### config.mk
export PLATFORM = sky130hd
export DESIGN_NAME = i2c_master_command_queue
export DESIGN_NICKNAME = d
export VERILOG_FILES = /design/src/rtl/i2c_cmdq_pkg.sv /design/src/rtl/i2c_master_command_queue.sv
export SDC_FILE = /design/constraint.sdc
export NUM_CORES = 1
export LEC_CHECK = 0
export ABC_CLOCK_PERIOD_IN_PS = 9170
export BUFFER_PORTS_ARGS = -buffer_cell sky130_fd_sc_hd__clkbuf_2
export CAP_MARGIN = 20
export CORE_ASPECT_RATIO = 0.9
export CORE_MARGIN = 2
export CORE_UTILIZATION = 50
export DETAILED_ROUTE_END_ITERATION = 16
export GPL_ROUTABILITY_DRIVEN = 0
export PLACE_DENSITY_LB_ADDON = 0.2
export RECOVER_POWER = 25
export SLEW_MARGIN = 20
export SYNTH_ARGS = -nofsm -noshare
export SYNTH_HDL_FRONTEND = slang
export SYNTH_HIERARCHICAL = 1
export SYNTH_SLANG_ARGS = --single-unit
### constraint.sdc
create_clock -name clk -period 9.17 [get_ports clk]
set_clock_uncertainty 0.2 [all_clocks]
set_input_delay 1.834 -clock clk [delete_from_list [all_inputs] [get_ports clk]]
set_output_delay 1.834 -clock clk [all_outputs]
set_load 0.03 [all_outputs]
### src/rtl/i2c_cmdq_pkg.sv
// Shared constants and carrier types for the queued two-wire bus master.
// Assumes a 100 MHz system clock and pull-ups on both bus wires.
package i2c_cmdq_pkg;

  // ==========================================================================
  // Timing
  localparam int CLK_PERIOD_NS = 10;
  localparam int SCL_PERIOD_NS = 10000;
  localparam int SDA_SHIFT_NS = 500;
  localparam logic [15:0] SCL_PERIOD_CYCLES =
    16'(SCL_PERIOD_NS / CLK_PERIOD_NS);
  localparam logic [15:0] SDA_SHIFT_CYCLES =
    16'((SDA_SHIFT_NS + CLK_PERIOD_NS - 1) / CLK_PERIOD_NS);

  // ==========================================================================
  // Queues
  localparam int FIFO_DEPTH = 16;
  localparam logic [3:0] BYTE_BITS = 4'h8;
  localparam logic [3:0] ONE_BIT = 4'h1;

  // ==========================================================================
  // Instruction and response codes
  localparam logic [3:0] OP_RESET = 4'h0;
  localparam logic [3:0] OP_START = 4'h1;
  localparam logic [3:0] OP_STOP = 4'h2;
  localparam logic [3:0] OP_ADDR = 4'h3;
  localparam logic [3:0] OP_WDATA = 4'h4;
  localparam logic [3:0] OP_RDATA = 4'h5;
  localparam logic [3:0] OP_MASTER_ACK = 4'h6;
  localparam logic [3:0] OP_MASTER_NOACK = 4'h7;
  localparam logic [3:0] OP_SLAVE_ACK = 4'h8;

  typedef struct packed {
    logic [3:0] op;
    logic [7:0] data;
  } cmd_t;

  typedef enum logic [0:0] {
    ST_IDLE = 1'b0,
    ST_SLOT = 1'b1
  } eng_state_t;

endpackage

### src/rtl/i2c_master_command_queue.sv
// Queued two-wire bus master: instruction queue, bit engine, response queue.
// Assumes external pull-ups on both wires and slaves that never stretch SCL.
`timescale 1ns/100ps

// ============================================================================
// Synchronous FIFO with valid/ready on both sides
module stream_fifo #(
  parameter int WIDTH = 12,
  parameter int DEPTH = 16
) (
  input wire logic clk,
  input wire logic rst,
  input wire logic in_valid,
  output logic in_ready,
  input wire logic [WIDTH-1:0] in_data,
  output logic out_valid,
  input wire logic out_ready,
  output logic [WIDTH-1:0] out_data
);
  localparam int AW = $clog2(DEPTH);
  logic [WIDTH-1:0] mem [DEPTH];
  logic [AW-1:0] wptr, rptr, next_wptr, next_rptr;
  logic [AW:0] count, next_count;
  logic push, pop;

  assign in_ready = (count != (AW+1)'(DEPTH));
  assign out_valid = (count != '0);
  assign push = in_valid & in_ready;
  assign pop = out_valid & out_ready;
  assign out_data = mem[rptr];

  always_comb begin
    next_wptr = push ? wptr + 1'b1 : wptr;
    next_rptr = pop ? rptr + 1'b1 : rptr;
    case ({push, pop})
      2'b10: next_count = count + 1'b1;
      2'b01: next_count = count - 1'b1;
      default: next_count = count;
    endcase
  end

  always_ff @(posedge clk) begin
    if (rst) begin
      wptr <= '0;
      rptr <= '0;
      count <= '0;
    end else begin
      wptr <= next_wptr;
      rptr <= next_rptr;
      count <= next_count;
    end
  end

  // Storage needs no reset; only the pointers and count define what is valid.
  always_ff @(posedge clk) begin
    if (push) begin
      mem[wptr] <= in_data;
    end
  end
endmodule

// ============================================================================
// Top level
// Function
// RL1: Instruction ready drops while the instruction queue is full.
// RL2: Ready returns the clock after an entry frees; held instruction taken.
// RL3: SDA released during the slave acknowledge slot, SCL still pulsed.
// RL4: Slave pulls SDA low to acknowledge, leaves it high otherwise.
// RL5: Stalled response output holds its word and valid flag.
// RL6: Responses queued in bus order, one word per ack or read byte.
// RL7: Works with an SCL period of only four system clocks.
// RL8: No clock stretching; SCL timing comes purely from the period count.
// RL9: Instruction codes 0 to 8 as listed; other codes do nothing.
// RL10: Read bytes report code 5; ack slots code 8, bit 0 set on no-ack.
// RL11: Instruction ready also drops while the response queue is full.
// RL12: SCL period is a cycle count; SDA moves a set count after SCL falls.
module i2c_master_command_queue #(
  parameter logic [15:0] period_cycles = i2c_cmdq_pkg::SCL_PERIOD_CYCLES,
  parameter logic [15:0] sda_shift_cycles = i2c_cmdq_pkg::SDA_SHIFT_CYCLES
) (
  input wire logic clk,
  input wire logic rst,
  input wire logic instr_valid,
  output logic instr_ready,
  input wire i2c_cmdq_pkg::cmd_t instr,
  output logic resp_valid,
  input wire logic resp_ready,
  output i2c_cmdq_pkg::cmd_t resp,
  input wire logic scl_in,
  output logic scl_out,
  output logic scl_oe,
  input wire logic sda_in,
  output logic sda_out,
  output logic sda_oe
);
  import i2c_cmdq_pkg::*;

  // Valid setting needs period_cycles >= 4 and 1 <= shift < period/2.
  localparam logic [15:0] HALF = period_cycles >> 1;
  localparam logic [15:0] SHIFT_AT = sda_shift_cycles - 16'h0001;
  localparam logic [15:0] LAST = period_cycles - 16'h0001;

  logic ififo_in_ready, ififo_valid, ififo_pop;
  logic rfifo_in_ready, push_valid;
  cmd_t ififo_data, push_data;
  logic [11:0] ififo_raw, rfifo_raw;

  eng_state_t state, next_state;
  logic [3:0] cur_op, next_op;
  logic [15:0] cnt, next_cnt;
  logic [3:0] bits, next_bits;
  logic [7:0] shreg, next_shreg;
  logic sda_lvl, next_sda_lvl;
  logic engaged, next_engaged;
  logic next_scl_oe, next_sda_oe;
  logic sda_meta, sda_sync;
  logic slot_end;

  // ==========================================================================
  // Queues
  assign instr_ready = ififo_in_ready & rfifo_in_ready; // RL1 RL11
  assign ififo_data = cmd_t'(ififo_raw);
  assign resp = cmd_t'(rfifo_raw);

  stream_fifo #(.WIDTH($bits(cmd_t)), .DEPTH(FIFO_DEPTH)) u_instr_fifo (
    .clk(clk),
    .rst(rst),
    .in_valid(instr_valid & rfifo_in_ready),
    .in_ready(ififo_in_ready),
    .in_data(instr),
    .out_valid(ififo_valid),
    .out_ready(ififo_pop),
    .out_data(ififo_raw)
  );

  // The pop is gated on response room, so a response is never dropped.
  stream_fifo #(.WIDTH($bits(cmd_t)), .DEPTH(FIFO_DEPTH)) u_resp_fifo (
    .clk(clk),
    .rst(rst),
    .in_valid(push_valid),
    .in_ready(rfifo_in_ready),
    .in_data(push_data),
    .out_valid(resp_valid),
    .out_ready(resp_ready),
    .out_data(rfifo_raw)
  );

  // ==========================================================================
  // Pin synchroniser
  always_ff @(posedge clk) begin
    if (rst) begin
      sda_meta <= 1'b1;
      sda_sync <= 1'b1;
    end else begin
      sda_meta <= sda_in;
      sda_sync <= sda_meta;
    end
  end

  // ==========================================================================
  // Bit engine
  // Each slot is one SCL period: low for the first half, high for the rest.
  // The line is read at the slot end; the two-stage synchroniser means the
  // value seen was on the wire two clocks earlier.
  assign slot_end = (state == ST_SLOT) && (cnt == LAST); // RL12
  assign scl_out = 1'b0;
  assign sda_out = 1'b0;

  always_comb begin
    next_state = state;
    next_op = cur_op;
    next_cnt = cnt;
    next_bits = bits;
    next_shreg = shreg;
    next_sda_lvl = sda_lvl;
    next_engaged = engaged;
    ififo_pop = 1'b0;
    push_valid = 1'b0;
    push_data = '{op: cur_op, data: 8'h00};
    case (state)
      ST_IDLE: begin
        if (ififo_valid && rfifo_in_ready) begin
          ififo_pop = 1'b1;
          next_op = ififo_data.op;
          next_shreg = ififo_data.data;
          next_cnt = 16'h0000;
          case (ififo_data.op) // RL9
            OP_RESET: begin
              next_engaged = 1'b0;
              next_sda_lvl = 1'b1;
            end
            OP_START, OP_STOP, OP_MASTER_ACK, OP_MASTER_NOACK,
            OP_SLAVE_ACK: begin
              next_state = ST_SLOT;
              next_bits = ONE_BIT;
              next_engaged = 1'b1;
            end
            OP_ADDR, OP_WDATA, OP_RDATA: begin
              next_state = ST_SLOT;
              next_bits = BYTE_BITS;
              next_engaged = 1'b1;
            end
            default: begin
            end
          endcase
        end
      end
      ST_SLOT: begin
        next_cnt = cnt + 16'h0001; // RL8
        if (cnt == SHIFT_AT) begin // RL12
          case (cur_op)
            OP_START: next_sda_lvl = 1'b1;
            OP_STOP: next_sda_lvl = 1'b0;
            OP_ADDR, OP_WDATA: next_sda_lvl = shreg[7];
            OP_MASTER_ACK: next_sda_lvl = 1'b0;
            default: next_sda_lvl = 1'b1; // RL3
          endcase
        end
        if (cnt == HALF) begin
          if (cur_op == OP_START) begin
            next_sda_lvl = 1'b0;
          end else if (cur_op == OP_STOP) begin
            next_sda_lvl = 1'b1;
          end
        end
        if (slot_end) begin
          next_cnt = 16'h0000;
          next_shreg = {shreg[6:0], sda_sync};
          next_bits = bits - 4'h1;
          if (bits == ONE_BIT) begin
            next_state = ST_IDLE;
            if (cur_op == OP_RDATA) begin // RL6 RL10
              push_valid = 1'b1;
              push_data = '{op: OP_RDATA, data: {shreg[6:0], sda_sync}};
            end else if (cur_op == OP_SLAVE_ACK) begin // RL4 RL10
              push_valid = 1'b1;
              push_data = '{op: OP_SLAVE_ACK, data: {7'h00, sda_sync}};
            end else if (cur_op == OP_STOP) begin
              next_engaged = 1'b0;
            end
          end
        end
      end
      default: next_state = ST_IDLE;
    endcase
    next_scl_oe = next_engaged && (next_state == ST_SLOT) &&
                  (next_cnt < HALF); // RL7
    next_sda_oe = next_engaged && !next_sda_lvl;
  end

  always_ff @(posedge clk) begin
    if (rst) begin
      state <= ST_IDLE;
      cur_op <= OP_RESET;
      cnt <= 16'h0000;
      bits <= 4'h0;
      shreg <= 8'h00;
      sda_lvl <= 1'b1;
      engaged <= 1'b0;
      scl_oe <= 1'b0;
      sda_oe <= 1'b0;
    end else begin
      state <= next_state;
      cur_op <= next_op;
      cnt <= next_cnt;
      bits <= next_bits;
      shreg <= next_shreg;
      sda_lvl <= next_sda_lvl;
      engaged <= next_engaged;
      scl_oe <= next_scl_oe;
      sda_oe <= next_sda_oe;
    end
  end

  // ==========================================================================
  // Checks
  chk_full_ready: assert property ( // RL1
    @(posedge clk) disable iff (rst)
    !ififo_in_ready |-> !instr_ready)
    else $error("instruction ready high while queue full");

  chk_ready_return: assert property ( // RL2
    @(posedge clk) disable iff (rst)
    (ififo_pop && !ififo_in_ready && rfifo_in_ready) |=>
    (instr_ready || !rfifo_in_ready))
    else $error("instruction ready late after an entry freed");

  chk_ack_release: assert property ( // RL3
    @(posedge clk) disable iff (rst)
    (state == ST_SLOT && cnt > sda_shift_cycles &&
     (cur_op == OP_SLAVE_ACK || cur_op == OP_RDATA)) |-> !sda_oe)
    else $error("SDA driven during a released slot");

  chk_resp_hold: assert property ( // RL5
    @(posedge clk) disable iff (rst)
    (resp_valid && !resp_ready) |=> (resp_valid && $stable(resp)))
    else $error("stalled response changed");

  chk_ack_report: assert property ( // RL10
    @(posedge clk) disable iff (rst)
    (slot_end && cur_op == OP_SLAVE_ACK) |->
    (push_valid && push_data.op == OP_SLAVE_ACK &&
     push_data.data == {7'h00, sda_sync}))
    else $error("ack slot report malformed");

  chk_read_order: assert property ( // RL6
    @(posedge clk) disable iff (rst)
    push_valid |-> (slot_end && bits == ONE_BIT &&
                    (cur_op == OP_RDATA || cur_op == OP_SLAVE_ACK)))
    else $error("response pushed outside a finished slot");

  chk_scl_phase: assert property ( // RL7
    @(posedge clk) disable iff (rst)
    (state == ST_SLOT && engaged) |-> (scl_oe == (cnt < HALF)))
    else $error("SCL phase does not match period count");

  chk_sda_shift: assert property ( // RL12
    @(posedge clk) disable iff (rst)
    (!$past(rst) && $changed(sda_lvl) && $past(state) == ST_SLOT) |->
    ($past(cnt) == SHIFT_AT || $past(cnt) == HALF))
    else $error("SDA moved at the wrong slot offset");

  chk_no_room: assert property ( // RL11
    @(posedge clk) disable iff (rst)
    !rfifo_in_ready |-> (!instr_ready && !ififo_pop))
    else $error("instruction taken with response queue full");

  chk_stop_release: assert property ( // RL9
    @(posedge clk) disable iff (rst)
    (slot_end && bits == ONE_BIT && cur_op == OP_STOP) |=>
    (!scl_oe && !sda_oe))
    else $error("bus not released after stop");
endmodule

==> flow_summary.ini <==
[grt]
grt-ovfl-total = 0
grt_max_degree = 50
grt_pass1_vias = 10000
grt_use_total = 0.196
antenna_found_initial = 0
grt_pass1_wl_mm = 59.2

[synth]
syn_area_mm2 = 0.0188
ys.flop_type = edfxtp_1
synth_cells = 1148
post-synth-top-count-cell = edfxtp_1
ys_seq_elements = 457
synthTopCellsByCount = edfxtp_1 (384), mux4_2 (96), nor2_1 (80)
synth_area_leader_cell = edfxtp_1
synth_async_sr_flop_share = 0
ys_seq_area_frac = 0.690
synth_top_area_share = 0.612
syn_avg_cell_area_um2 = 16.4
synthTopCellsByArea = edfxtp_1 (61%), mux4_2 (11%), dfxtp_1 (7.8%), a22oi_1 (2.0%), nor2_1 (1.6%)
synth.distinct_cells = 69
yosys_warnings = 6
synth_edf_count = 384

[drt]
wl_mm = 37.5
via_per_inst = 5.92
ant_nets = 0
drt_pre_antenna_iters = 5
num_vias = 10200
post-route-drc-count = 0
wl_per_cell_um = 21.8
drt-initial-drc-count = 864

[clock_network]
cts_tree = built
cts_hold_buf = 0
cts_resized = 0
clockBufferDepth = 3
cts_post_setup_buffers_inserted = 0
cts_sinks = 457
clock_latency_ns = 0.57
numCtsBuffers = 46
cts_root_buf = clkbuf_16
path_clk_slew_ns = 0.06
cts_max_level = 2

[floorplanning]
chipHeight_um = 188
die_w_um = 209
start_util = 0.506
num_rows = 67
dieArea_mm2 = 0.0392
io_pins = 36
core-area_mm2 = 0.0372

[layout]
antennaDiodeCount = 0
area_delta_synth_final_pct = 11.7
fin_util = 0.565
num-fill-cells = 2936
multi_input_area_mm2 = 0.00550
finalNetCount = 1238
final-seq-area_mm2 = 0.0130
drive_above_1_share = 0.207
fin_cells = 1718

[place]
dp_hpwl_mm = 22.9
dp.cells = 1634
io_buffer_count = 32

[power_and_ir_drop]
switching_power_uw = 1560
p_seq_frac = 0.468
p_clk_frac = 0.322
p_int_uw = 3800
max-vdd-ir-drop_mv = 0.197
power_frac_comb = 0.210
leakagePower_uw = 0.00677
swShare = 0.291
totalPowerFinal_uw = 5370
power.density_mw_per_mm2 = 255

[sta]
fmax_mhz = 205
hold_viol_final = 0
rsz0062_at_grt = false
max_slew_margin = 0.346
setup_tns_ns = 0
fin_crit_sh = 0.533
setup_viol = 0
slew_violations = 0
tightestPinTransition_ns = 0.981
min_period_ns = 4.89
hold_slack_ns = 0.262

[critical_path]
crit_fanout = 12
endpoint = u_resp_fifo/count[4]
cp-start-kind = flip-flop
critPathCaptureType = flip-flop
r2r_cells = 12
worstPathRequired_ns = 9.40
cp-startpoint = cnt[13]
cp_data_arrival_time_ns = 5.12
crit_type = reg2reg
r2r-start = cnt[13]
worstReg2RegEnd = u_resp_fifo/count[4]
reg2reg_setup_slack_ns = 4.28

[min_path]
hp-class = reg2reg
holdPathStages = 1

[outcome]
status = finished clean

[run]
maxCapViolCount = 0
## cells in the final DEF, fill, tap and decap left out, types with 22 or more instances in the layout
cell	synthesis	final
a22oi_1	49	49
dfxtp_1	73	69
edfxtp_1	384	384
nor2_1	80	78
nand2_1	62	62
clkbuf_2	0	22
mux4_2	96	96
clkbuf_16	0	46
buf_4	4	41
## metrics by stage
| stage | instance area (µm²) | worst slack [ns] |
|---|---|---|
| after floorplan | 18800 | 5.06 |
| after global placement | 19600 | 4.34 |
| after detailed placement | 19600 | 4.28 |
| after CTS | 21000 | 4.21 |
| after global routing | 21000 | 3.97 |
| final | 21000 | 4.28 |
## power groups by stage
stage | Sequential [µW] | Combinational [µW] | Clock [µW]
final | 2510 | 1130 | 1730
after global routing | 2540 | 1240 | 1860
after CTS | 2520 | 1140 | 1770
after detailed placement | 2560 | 1130 | 0
after global placement | 2550 | 1120 | 0
after floorplan | 2470 | 938 | 0
## routing by layer
| layer | vias up | track usage | share of wire |
|---|---|---|---|
| met2 | 273 | 0.299 | 0.46 |
| met1 | 5191 | 0.301 | 0.46 |
| li1 | 4663 | - | - |
| met4 | 0 | 0.0497 | 0.015 |
| met3 | 46 | 0.0278 | 0.059 |
| met5 | - | 0 | 0 |
## flip-flops by register name (all words and copies together), names as in the netlist, named ones only
signal	count
bits	4
sda_lvl	1
sda_sync	1
u_resp_fifo/wptr	4
u_resp_fifo/count	5
cur_op	4
u_instr_fifo/wptr	4
u_instr_fifo/mem	192
scl_oe	1
sda_meta	1
u_instr_fifo/count	5
state	1
engaged	1
u_resp_fifo/mem	192
u_instr_fifo/rptr	4
cnt	16
u_resp_fifo/rptr	4
sda_oe	1
shreg	8
## worst max-delay path, cell delays in order (launching register included)
cell and delay (ns):
dfxtp_1 0.34, or4_4 0.58, nor4_1 0.81, nand2_1 0.16, a211oi_1 0.71, a21boi_2 0.43, inv_1 0.08, ha_1 0.35
xor2_1 0.20, ha_1 0.25, o31ai_1 0.32, o22ai_1 0.13, nand4bb_1 0.20
## kinds of logic (layout without fill, tap and decap cells)
kind of cell,after synthesis,count (layout),share of synthesized area
other cells,1,2,0.000199
flops,457,457,0.690
mux,110,110,0.122
xor+xnor,14,14,0.00651
buf+inv,90,176,0.0208
simple gates,282,282,0.0772
fa+ha+maj,21,21,0.0140
compound gates,173,173,0.0689
## layout make-up
type	count	area share
Clock inverter	27	0.00940
Clock buffer	57	0.0567
Sequential cell	457	0.619
Timing Repair Buffer	73	0.0217
Inverter	19	0.00339
Tap cell	483	0.0287
Multi-Input combinational cell	602	0.261
## how the worst min path moves through the flow
| stage | slack, ns | startpoint | to |
|---|---|---|---|
| 2_1_floorplan | 0.19 | sda_meta | sda_sync |
| 3_3_place_gp | 0.25 | sda_meta | sda_sync |
| 3_5_place_dp | 0.25 | sda_meta | sda_sync |
| 4_1_cts | 0.26 | sda_meta | sda_sync |
| 5_1_grt | 0.28 | sda_meta | sda_sync |
| 6_report | 0.26 | sda_meta | sda_sync |
Power figures use the tool's default switching activity.
